File: config.mk
export PLATFORM = sky130hd
export DESIGN_NAME = spimsp_top
export DESIGN_NICKNAME = d
export VERILOG_FILES = /design/src/logic/spimsp_sync.v /design/src/logic/spimsp_top.v
export VERILOG_INCLUDE_DIRS = /design/src /design/src/logic
export SDC_FILE = /design/constraint.sdc
export NUM_CORES = 1
export LEC_CHECK = 0
export ABC_AREA = 1
export BUFFER_PORTS_ARGS = -buffer_cell sky130_fd_sc_hd__buf_2
export CAP_MARGIN = 15
export CELL_PAD_IN_SITES_DETAIL_PLACEMENT = 0
export CELL_PAD_IN_SITES_GLOBAL_PLACEMENT = 1
export CORE_ASPECT_RATIO = 0.5
export CORE_MARGIN = 2
export CORE_UTILIZATION = 35
export CTS_CLUSTER_SIZE = 10
export DETAILED_ROUTE_END_ITERATION = 12
export PLACE_DENSITY_LB_ADDON = 0.05
export SETUP_SLACK_MARGIN = 0.15
export SLEW_MARGIN = 10
export SYNTH_ARGS = -nofsm -noshare
export SYNTH_HDL_FRONTEND = slang
export SYNTH_SLANG_ARGS = --single-unit
export TNS_END_PERCENT = 10
File: constraint.sdc
create_clock -name pclk -period 3.6 [get_ports pclk]
set_clock_uncertainty 0.05 [all_clocks]
set_input_delay 0.54 -clock pclk [delete_from_list [all_inputs] [get_ports pclk]]
set_output_delay 0.54 -clock pclk [all_outputs]
set_load 0.02 [all_outputs]
File: src/logic/spimsp_consts.vh
// Constants for the SPI master/slave port: offsets, fields, resets, timing
// Behaviour
// - Enable bit gates all pin drive and shifting
// - Enabling never resets the control register
// - Slave select lost mid-word sets incomplete and complete
// - Software setting incomplete leaves completion flag alone
// - Polarity bit picks clock idle level
// - Edge bit with polarity picks capture edge
// - Order bit picks LSB or MSB first
// - Select pin floats unless select enable set
// - Data write while busy dropped, collision flag set
// - Completion flag set at end, reads zero busy
// - Master data write starts clock and shifting
// - Slave shifts on clocks from external master
// - Received word latched only when complete
// - Enabled idle: data out high, clock per mode
// - Keeps working whenever its clock runs and ce is high
// - Two upper control bits are plain storage
// - Mode field picks master clock source or slave
// - UART mode bit disables the SPI function
`ifndef SPIMSP_CONSTS_VH
`define SPIMSP_CONSTS_VH

// Register byte offsets on the APB
`define SPIMSP_ADDR_MODE   8'h00
`define SPIMSP_ADDR_CTRL   8'h04
`define SPIMSP_ADDR_DATA   8'h08

// Reset values
`define SPIMSP_MODE_RST    8'hE0
`define SPIMSP_CTRL_RST    8'h00
`define SPIMSP_DATA_RST    8'h00

// Mode register fields
`define SPIMSP_M_ICF       0
`define SPIMSP_M_EN        1
`define SPIMSP_M_UMD       4

// Control register fields
`define SPIMSP_C_TRF       0
`define SPIMSP_C_WRITE_COLLISION_FLAG      1
`define SPIMSP_C_SELECT_PIN_ENABLE      2
`define SPIMSP_C_ORDER     3
`define SPIMSP_C_EDGE      4
`define SPIMSP_C_POL       5

// Operating mode codes
`define SPIMSP_OM_DIV4     3'h0
`define SPIMSP_OM_DIV16    3'h1
`define SPIMSP_OM_DIV64    3'h2
`define SPIMSP_OM_SUB      3'h3
`define SPIMSP_OM_TMR      3'h4
`define SPIMSP_OM_SLAVE    3'h5

// Half SCK period minus one, in pclk cycles, per divider
`define SPIMSP_HALF_DIV4   5'h01
`define SPIMSP_HALF_DIV16  5'h07
`define SPIMSP_HALF_DIV64  5'h1F

// Word framing
`define SPIMSP_LAST_BIT    4'h7
`define SPIMSP_LAST_HEDGE  5'h0F

// Master cycles between select falling and the first clock edge
`define SPIMSP_SEL_LEAD    2'h3

`endif

File: src/logic/spimsp_sync.v
// Two flip-flop synchroniser for one asynchronous input
`default_nettype none
module spimsp_sync #(
  parameter RST_VAL = 1'b0
) (
  // Clock and reset
  input  wire clk,
  input  wire rst_n,
  input  wire ce,
  // Data
  input  wire d_async,
  output wire q
);

  reg meta_ff;
  reg sync_ff;

  // Only the second stage is visible to the outside
  always @(posedge clk or negedge rst_n) begin
    if (!rst_n) begin
      meta_ff <= RST_VAL;
      sync_ff <= RST_VAL;
    end else if (ce) begin
      meta_ff <= d_async;
      sync_ff <= meta_ff;
    end
  end

  assign q = sync_ff;

endmodule
`default_nettype wire

File: src/logic/spimsp_top.v
// SPI master/slave port with APB register access
`include "spimsp_consts.vh"
`default_nettype none
module spimsp_top (
  // Clock, reset, enable
  input  wire        pclk,
  input  wire        presetn,
  input  wire        ce,
  // APB slave
  input  wire        psel,
  input  wire        penable,
  input  wire        pwrite,
  input  wire [7:0]  paddr,
  input  wire [31:0] pwdata,
  output wire [31:0] prdata,
  output wire        pready,
  output wire        pslverr,
  // Alternative master clock sources
  input  wire        sub_clk_i,
  input  wire        timer_match_i,
  // Serial clock pin
  input  wire        sck_i,
  output wire        sck_o,
  output wire        sck_oe,
  // Serial data pins
  input  wire        sdi_i,
  output wire        sdo_o,
  output wire        sdo_oe,
  // Slave select pin, active low
  input  wire        scs_n_i,
  output wire        scs_n_o,
  output wire        scs_n_oe
);

  // Synchroniser reset levels: select idles high
  localparam [4:0] SYNC_RST = 5'h04;
  localparam [7:0] MODE_RST = `SPIMSP_MODE_RST;
  localparam [7:0] CTRL_RST = `SPIMSP_CTRL_RST;

  wire [4:0] raw_in;
  wire [4:0] syn;
  wire       sdi_s;
  wire       sck_s;
  wire       scs_n_s;
  wire       sub_s;
  wire       tmr_s;

  // Register state
  reg [6:0]  mode_hi_ff;
  reg        icf_ff;
  reg [5:0]  ctrl_hi_ff;
  reg        write_collision_flag_ff;
  reg        trf_ff;
  reg [7:0]  data_ff;
  // Shift engine state
  reg [7:0]  tx_ff;
  reg [7:0]  rx_ff;
  reg        busy_ff;
  reg [4:0]  hcnt_ff;
  reg [3:0]  bcnt_ff;
  reg [4:0]  div_ff;
  reg        sck_ff;
  reg        sckq_ff;
  reg        scsq_ff;
  reg        subq_ff;
  reg        tmrq_ff;
  reg [1:0]  lead_ff;
  // Pin and bus output flops
  reg        sck_oe_ff;
  reg        sdo_ff;
  reg        sdo_oe_ff;
  reg        scs_n_ff;
  reg        scs_n_oe_ff;
  reg [31:0] prdata_ff;
  reg        pready_ff;
  reg        pslverr_ff;

  // Next values
  reg [7:0]  nxt_tx;
  reg [7:0]  nxt_rx;
  reg        nxt_busy;
  reg [4:0]  nxt_hcnt;
  reg [3:0]  nxt_bcnt;
  reg [4:0]  nxt_div;
  reg        nxt_sck;
  reg [31:0] nxt_prdata;
  reg [4:0]  half_term;

  // Every pin input is brought onto pclk first
  assign raw_in = {timer_match_i, sub_clk_i, scs_n_i, sck_i, sdi_i};

  genvar gi;
  generate
    for (gi = 0; gi < 5; gi = gi + 1) begin : g_sync
      spimsp_sync #(
        .RST_VAL (SYNC_RST[gi])
      ) u_sync (
        .clk     (pclk),
        .rst_n   (presetn),
        .ce      (ce),
        .d_async (raw_in[gi]),
        .q       (syn[gi])
      );
    end
  endgenerate

  assign sdi_s   = syn[0];
  assign sck_s   = syn[1];
  assign scs_n_s = syn[2];
  assign sub_s   = syn[3];
  assign tmr_s   = syn[4];

  // Field decode
  wire [2:0] opmode    = mode_hi_ff[6:4];
  wire       uart_mode_select       = mode_hi_ff[`SPIMSP_M_UMD - 1];
  wire       iface_en  = mode_hi_ff[`SPIMSP_M_EN - 1];
  wire       pol       = ctrl_hi_ff[`SPIMSP_C_POL - 2];
  wire       edge_sel  = ctrl_hi_ff[`SPIMSP_C_EDGE - 2];
  wire       order     = ctrl_hi_ff[`SPIMSP_C_ORDER - 2];
  wire       select_pin_enable      = ctrl_hi_ff[`SPIMSP_C_SELECT_PIN_ENABLE - 2];

  // Codes above slave and the UART mode leave the port dead
  wire is_master = (opmode < `SPIMSP_OM_SLAVE);
  wire is_slave  = (opmode == `SPIMSP_OM_SLAVE);
  wire active    = iface_en & ~uart_mode_select & (is_master | is_slave);
  wire master    = active & is_master;
  wire slave     = active & is_slave;
  wire idle_lvl  = ~pol;

  // APB decode: one wait state, effect at the completing edge
  wire acc      = psel & penable;
  wire apb_end  = acc & pready_ff;
  wire wr       = apb_end & pwrite;
  wire wr_mode  = wr & (paddr == `SPIMSP_ADDR_MODE);
  wire wr_ctrl  = wr & (paddr == `SPIMSP_ADDR_CTRL);
  wire wr_data  = wr & (paddr == `SPIMSP_ADDR_DATA);
  wire hit      = (paddr == `SPIMSP_ADDR_MODE) |
                  (paddr == `SPIMSP_ADDR_CTRL) |
                  (paddr == `SPIMSP_ADDR_DATA);

  // A data write is taken only when no word is moving
  wire start    = wr_data & ~busy_ff;
  wire collide  = wr_data & busy_ff & active;

  // Master half-period length per clock source
  always @* begin
    case (opmode)
      `SPIMSP_OM_DIV4:  half_term = `SPIMSP_HALF_DIV4;
      `SPIMSP_OM_DIV16: half_term = `SPIMSP_HALF_DIV16;
      `SPIMSP_OM_DIV64: half_term = `SPIMSP_HALF_DIV64;
      default:          half_term = `SPIMSP_HALF_DIV4;
    endcase
  end

  // Sub clock: every edge is a half period; timer: each match toggles
  wire div_hit  = (div_ff == half_term);
  wire src_tick = (opmode == `SPIMSP_OM_SUB) ? (sub_s ^ subq_ff) :
                  (opmode == `SPIMSP_OM_TMR) ? (tmr_s & ~tmrq_ff) :
                  div_hit;
  // Select must reach the far side through its synchroniser before edge one
  wire m_tick   = master & busy_ff & src_tick &
                  (lead_ff == `SPIMSP_SEL_LEAD);

  // Slave is addressed when the select pin is unused or held low
  wire sel      = ~select_pin_enable | ~scs_n_s;
  wire sck_chg  = sck_s ^ sckq_ff;
  wire s_edge   = slave & sel & sck_chg;
  wire s_lead   = (sckq_ff == idle_lvl);
  wire m_lead   = ~hcnt_ff[0];

  // Leading edge leaves idle; edge bit high means capture on it
  wire edge_evt = m_tick | s_edge;
  wire lead     = master ? m_lead : s_lead;
  wire cap      = edge_evt & (lead == edge_sel);
  wire launch   = edge_evt & (lead != edge_sel);

  // Bit order on both lines
  wire       tx_bit = order ? tx_ff[7] : tx_ff[0];
  wire [7:0] rx_in  = order ? {rx_ff[6:0], sdi_s} :
                      {sdi_s, rx_ff[7:1]};
  wire [7:0] tx_sh  = order ? {tx_ff[6:0], 1'b1} :
                      {1'b1, tx_ff[7:1]};

  // Master ends after the sixteenth half period, slave on bit eight
  wire m_end    = m_tick & (hcnt_ff == `SPIMSP_LAST_HEDGE);
  wire s_end    = slave & cap & (bcnt_ff == `SPIMSP_LAST_BIT);
  wire xfer_done = m_end | s_end;

  // Select released by the far master before the word is whole
  wire incomplete = slave & select_pin_enable & busy_ff &
                    scs_n_s & ~scsq_ff;

  // Shift engine next state
  always @* begin
    nxt_tx   = tx_ff;
    nxt_rx   = rx_ff;
    nxt_busy = busy_ff;
    nxt_hcnt = hcnt_ff;
    nxt_bcnt = bcnt_ff;
    nxt_div  = div_ff;
    nxt_sck  = sck_ff;
    if (!active) begin
      nxt_busy = 1'b0;
      nxt_hcnt = 5'h00;
      nxt_bcnt = 4'h0;
      nxt_div  = 5'h00;
      nxt_sck  = idle_lvl;
      if (start) begin
        nxt_tx = pwdata[7:0];
      end
    end else begin
      if (start) begin
        nxt_tx = pwdata[7:0];
      end
      if (start & master) begin
        nxt_busy = 1'b1;
        nxt_hcnt = 5'h00;
        nxt_div  = 5'h00;
      end
      // Clock generator only runs while a word is moving
      if (master & busy_ff) begin
        nxt_div = div_hit ? 5'h00 : div_ff + 5'h01;
        if (m_tick) begin
          nxt_sck  = ~sck_ff;
          nxt_hcnt = hcnt_ff + 5'h01;
        end
      end else begin
        nxt_sck = idle_lvl;
      end
      // First bit is already on the line before the first launch
      if (launch & (bcnt_ff != 4'h0)) begin
        nxt_tx = tx_sh;
      end
      if (cap) begin
        nxt_rx   = rx_in;
        nxt_bcnt = bcnt_ff + 4'h1;
      end
      // Only a leading edge opens a word, so the closing edge cannot
      if (s_edge & s_lead) begin
        nxt_busy = 1'b1;
      end
      if (xfer_done | incomplete | (slave & ~sel)) begin
        nxt_busy = 1'b0;
        nxt_bcnt = 4'h0;
        nxt_hcnt = 5'h00;
      end
    end
  end

  // Engine flops; all state freezes while ce is low
  always @(posedge pclk or negedge presetn) begin
    if (!presetn) begin
      tx_ff   <= 8'hFF;
      rx_ff   <= 8'h00;
      busy_ff <= 1'b0;
      hcnt_ff <= 5'h00;
      bcnt_ff <= 4'h0;
      div_ff  <= 5'h00;
      sck_ff  <= 1'b1;
      sckq_ff <= 1'b0;
      scsq_ff <= 1'b1;
      subq_ff <= 1'b0;
      tmrq_ff <= 1'b0;
      lead_ff <= 2'h0;
    end else if (ce) begin
      // No dependency on anything but pclk and ce, so idle states keep it alive
      tx_ff   <= nxt_tx;
      rx_ff   <= nxt_rx;
      busy_ff <= nxt_busy;
      hcnt_ff <= nxt_hcnt;
      bcnt_ff <= nxt_bcnt;
      div_ff  <= nxt_div;
      sck_ff  <= nxt_sck;
      sckq_ff <= sck_s;
      scsq_ff <= scs_n_s;
      subq_ff <= sub_s;
      tmrq_ff <= tmr_s;
      lead_ff <= busy_ff ? lead_ff + {1'b0, lead_ff != `SPIMSP_SEL_LEAD} :
                 2'h0;
    end
  end

  // Mode register; enabling touches nothing in the control register
  always @(posedge pclk or negedge presetn) begin
    if (!presetn) begin
      mode_hi_ff <= MODE_RST[7:1];
      icf_ff     <= 1'b0;
    end else if (ce) begin
      if (wr_mode) begin
        mode_hi_ff <= pwdata[7:1];
      end
      // Hardware set wins over a clearing write
      if (incomplete) begin
        icf_ff <= 1'b1;
      end else if (wr_mode) begin
        icf_ff <= pwdata[`SPIMSP_M_ICF];
      end
    end
  end

  // Control register with software-cleared flags
  always @(posedge pclk or negedge presetn) begin
    if (!presetn) begin
      ctrl_hi_ff <= CTRL_RST[7:2];
      write_collision_flag_ff    <= 1'b0;
      trf_ff     <= 1'b0;
    end else if (ce) begin
      if (wr_ctrl) begin
        ctrl_hi_ff <= pwdata[7:2];
      end
      // Writing one keeps a flag; only writing zero clears it
      if (collide) begin
        write_collision_flag_ff <= 1'b1;
      end else if (wr_ctrl) begin
        write_collision_flag_ff <= write_collision_flag_ff & pwdata[`SPIMSP_C_WRITE_COLLISION_FLAG];
      end
      if (xfer_done | incomplete) begin
        trf_ff <= 1'b1;
      end else if (wr_ctrl) begin
        trf_ff <= trf_ff & pwdata[`SPIMSP_C_TRF];
      end
    end
  end

  // Readable data: whole received word or the last accepted write
  always @(posedge pclk or negedge presetn) begin
    if (!presetn) begin
      data_ff <= `SPIMSP_DATA_RST;
    end else if (ce) begin
      if (xfer_done) begin
        data_ff <= nxt_rx;
      end else if (start) begin
        data_ff <= pwdata[7:0];
      end
    end
  end

  // Read mux; completion flag is masked while a word is moving
  always @* begin
    nxt_prdata = 32'h0000_0000;
    case (paddr)
      `SPIMSP_ADDR_MODE: nxt_prdata[7:0] = {mode_hi_ff, icf_ff};
      `SPIMSP_ADDR_CTRL: nxt_prdata[7:0] = {ctrl_hi_ff, write_collision_flag_ff,
                                            trf_ff & ~busy_ff};
      `SPIMSP_ADDR_DATA: nxt_prdata[7:0] = data_ff;
      default:           nxt_prdata = 32'h0000_0000;
    endcase
  end

  // APB answer flops: pready rises in the second access cycle
  always @(posedge pclk or negedge presetn) begin
    if (!presetn) begin
      pready_ff  <= 1'b0;
      pslverr_ff <= 1'b0;
      prdata_ff  <= 32'h0000_0000;
    end else if (ce) begin
      pready_ff  <= acc & ~pready_ff;
      pslverr_ff <= acc & ~pready_ff & ~hit;
      if (acc & ~pready_ff & ~pwrite) begin
        prdata_ff <= nxt_prdata;
      end
    end
  end

  // Pin drive; nothing driven while disabled so the pins can be reused
  always @(posedge pclk or negedge presetn) begin
    if (!presetn) begin
      sck_oe_ff   <= 1'b0;
      sdo_ff      <= 1'b1;
      sdo_oe_ff   <= 1'b0;
      scs_n_ff    <= 1'b1;
      scs_n_oe_ff <= 1'b0;
    end else if (ce) begin
      sck_oe_ff   <= master;
      sdo_oe_ff   <= active;
      // Slave with the select pin enabled presents its first bit as soon as it is selected
      sdo_ff      <= (busy_ff | (slave & select_pin_enable & ~scs_n_s)) ?
                     tx_bit : 1'b1;
      scs_n_oe_ff <= master & select_pin_enable;
      scs_n_ff    <= ~busy_ff;
    end
  end

  assign sck_o    = sck_ff;
  assign sck_oe   = sck_oe_ff;
  assign sdo_o    = sdo_ff;
  assign sdo_oe   = sdo_oe_ff;
  assign scs_n_o  = scs_n_ff;
  assign scs_n_oe = scs_n_oe_ff;
  assign prdata   = prdata_ff;
  assign pready   = pready_ff;
  assign pslverr  = pslverr_ff;

endmodule
`default_nettype wire

==> impl_metrics.ini <==
[global_routing]
grt_max_degree = 63
grt_pass1_vias = 3949
grt_pass1_wl_um = 22500
antenna_found_initial = 1
gr-usage-all-layers_pct = 19.1
grt_overflow_total = 0

[sta]
hold_violations = 0
setup_violations = 0
whs_ns = 0.155
timing.setup.tns_ns = 0
period_minus_slack_ns = 3.02
max_freq_ghz = 0.331
worstMarginPinSlew_ns = 0.980
timing.final.crit_share_pct = 83.9
rsz0062_at_grt = false
slew_violations = 0
maxSlewHeadroom_pct = 34.3

[setup_path]
crit_chain = inv_2 > nand2_2 > nand2_2 > nand2_4 > o21ai_2 > xnor2_2 > nand3_2 > nand3_1 > nand2_2 > inv_2 > nand2_1 > nand2_1
cp_data_arrival_time_ns = 3.26
cp.required_ns = 3.83
cp_max_fo = 11
end_kind = register
cpMostUsedCell = nand2_2
crit_path_start_kind = register
crit_type = register to register
slowest_stage = xnor2_2
max_stage_delay_ns = 0.75
cpLargestDelayFamily = simple AND/OR/NAND/NOR gates
reg2reg_slack_ns = 0.58
cp_num_buf_inv = 2

[finish]
stdcell_count = 890
multi_input_area_um2 = 2410
area_growth_pct = 12.0
nets = 743
post-route-util_pct = 39.9
drive_above_1_share_pct = 20.7
seqCellArea_um2 = 2200
n_antenna_cell = 0
fillerInstances = 1548

[power]
p_leak_nw = 2.85
power_density_nw_per_um2 = 460
p_total_mw = 2.63
peakVddDrop_mv = 0.223

[clock_tree]
clk_latency_ns = 0.34
cts_buffers = 9
clock-sinks = 87
cts_tree = done
htreeDepth = 3
cts_hold_buffers = 0
root_buffer = clkbuf_16
clock_path_buffers = 2
ctsResizeCount = 0
path_clk_slew_ns = 0.07
postCtsSetupRepairBufs = 0

[drt]
viasPerCell = 4.71
drc_errors = 0
totalWireLength_um = 14000
drt_iter0_markers = 242
dr.pass1.iters = 4
ant_nets = 0
vias = 4190
post_drt_wl_per_cell_um = 15.7

[floorplanning]
die_h_um = 89.4
die_width_um = 175
rows = 31
initial_core_util_pct = 35.6
ioPinCount = 91
core_um2 = 14400
die_area_um2 = 15600

[yosys]
synth_cells = 650
yosys.area.top_type = dfrtp_1
yosys.area.top_type_share_pct = 34.3
syn_area_per_cell_um2 = 7.86
synth.top_cells.by_count = 189 x nand2_1, 72 x o21ai_0, 70 x dfrtp_1, 60 x inv_1, 42 x nand3_1
synth_seq_area_share_pct = 43.0
mappedNetlistArea_um2 = 5110
synth-seq-cells = 87
yosys_warnings = 0
yosys.cell_count.top_type = nand2_1
synth_area_leaders = dfrtp_1 34%, nand2_1 14%, dfstp_2 8.7%
synth_edf_count = 0
ys.flop_type = dfrtp_1
async_reset_ff_share_pct = 100
yosysUniqueCellTypes = 47

[placed_design]
port-buffer-count = 42
place_congestion = 0.826
dpl.hpwl_um = 10100
place_inst = 874

[worst_hold_path]
hold_path.class = input pin to asynchronous set/reset pin

[run]
drv_cap = 0

[status]
status = completed
-- final timing paths --
path,startpoint,endpoint,cells past startpoint
setup / recovery,mode_hi_ff[4],data_ff[5],12
hold / removal,presetn,prdata[3],1
setup reg to reg,mode_hi_ff[4],data_ff[5],12
hold reg to reg,g_sync[3].u_sync.meta_ff,g_sync[3].u_sync.meta_ff,2
max in group asynchronous,presetn,tx_ff[2],2
min in group pclk,sck_i,g_sync[1].u_sync.meta_ff,3
-- layout make-up --
class / count / area share (%)
clock buffer: 10 / 4.18
sequential: 87 / 38.4
multi-input combinational: 465 / 42.2
inverter: 76 / 4.99
clock inverter: 6 / 1.18
timing repair buffer: 48 / 4.73
tap: 198 / 4.33
-- flip-flops by register name, summed over array words and instances (netlist names), 2 cells and up --
signal                 flops
bcnt_ff                    4
ctrl_hi_ff                 6
data_ff                    8
div_ff                     5
g_sync.u_sync.meta_ff      5
g_sync.u_sync.q            5
hcnt_ff                    5
lead_ff                    2
mode_hi_ff                 7
prdata                     8
rx_ff                      8
tx_ff                      8
-- per-layer routing --
| layer | track usage (%) | part of all wire (%) | vias up |
|---|---|---|---|
| met2 | 28.7 | 41 | 90 |
| met1 | 28.2 | 53 | 1955 |
| met3 | 4.42 | 5.0 | 10 |
| met5 | 0 | 0 | - |
| li1 | - | - | 2135 |
| met4 | 3.41 | 0.73 | 0 |
-- worst register-to-register path: stages (launching register included) --
cell	delay (ns)
dfstp_2	0.58
inv_2	0.07
nand2_2	0.08
nand2_2	0.06
nand2_4	0.10
o21ai_2	0.08
xnor2_2	0.75
nand3_2	0.46
nand3_1	0.20
nand2_2	0.16
inv_2	0.18
nand2_1	0.13
nand2_1	0.07
-- placed cells by master (no fill, tap or decap), types with 2 or more instances in the layout --
master / instances
nand2_1: 189
o21ai_0: 72
dfrtp_1: 70
inv_1: 60
nand3_1: 42
buf_2: 41
nor2_1: 31
conb_1: 24
dfstp_2: 17
inv_2: 16
o21ai_1: 12
nand2_2: 9
clkbuf_16: 9
a221oi_1: 7
nand3_2: 6
a21oi_1: 6
buf_4: 6
nand2_4: 5
nor3_1: 5
xor2_1: 5
o21bai_2: 5
ha_1: 5
nand4_1: 4
o211ai_2: 4
nor2_2: 3
a31oi_1: 3
nor3_2: 3
o31ai_1: 3
nor3_4: 2
xnor2_1: 2
nor2_4: 2
o41ai_1: 2
o22ai_1: 2
clkinvlp_4: 2
inv_6: 2
-- kinds of logic after synthesis --
| family | synth area share, % |
|---|---|
| simple gates | 28.1 |
| compound gates | 14.6 |
| buf+inv | 11.4 |
| flops | 43.0 |
| xor+xnor | 1.52 |
| fa+ha+maj | 1.22 |
| other cells | 0.0734 |
-- stage by stage --
step	worst slack (ns)	area (µm²)
final	0.579	5720
after global routing	0.311	5720
after detailed placement	0.594	5410
after floorplan	1.64	5190
after global placement	0.600	5410
after CTS	0.562	5720
-- where the power goes --
part           switching, mW  total, mW  internal, mW
Sequential            0.0707       1.17          1.10
Combinational          0.317      0.480         0.163
Clock                  0.423      0.984         0.561
Total                  0.810       2.63          1.82
Power figures use the tool's default switching activity.
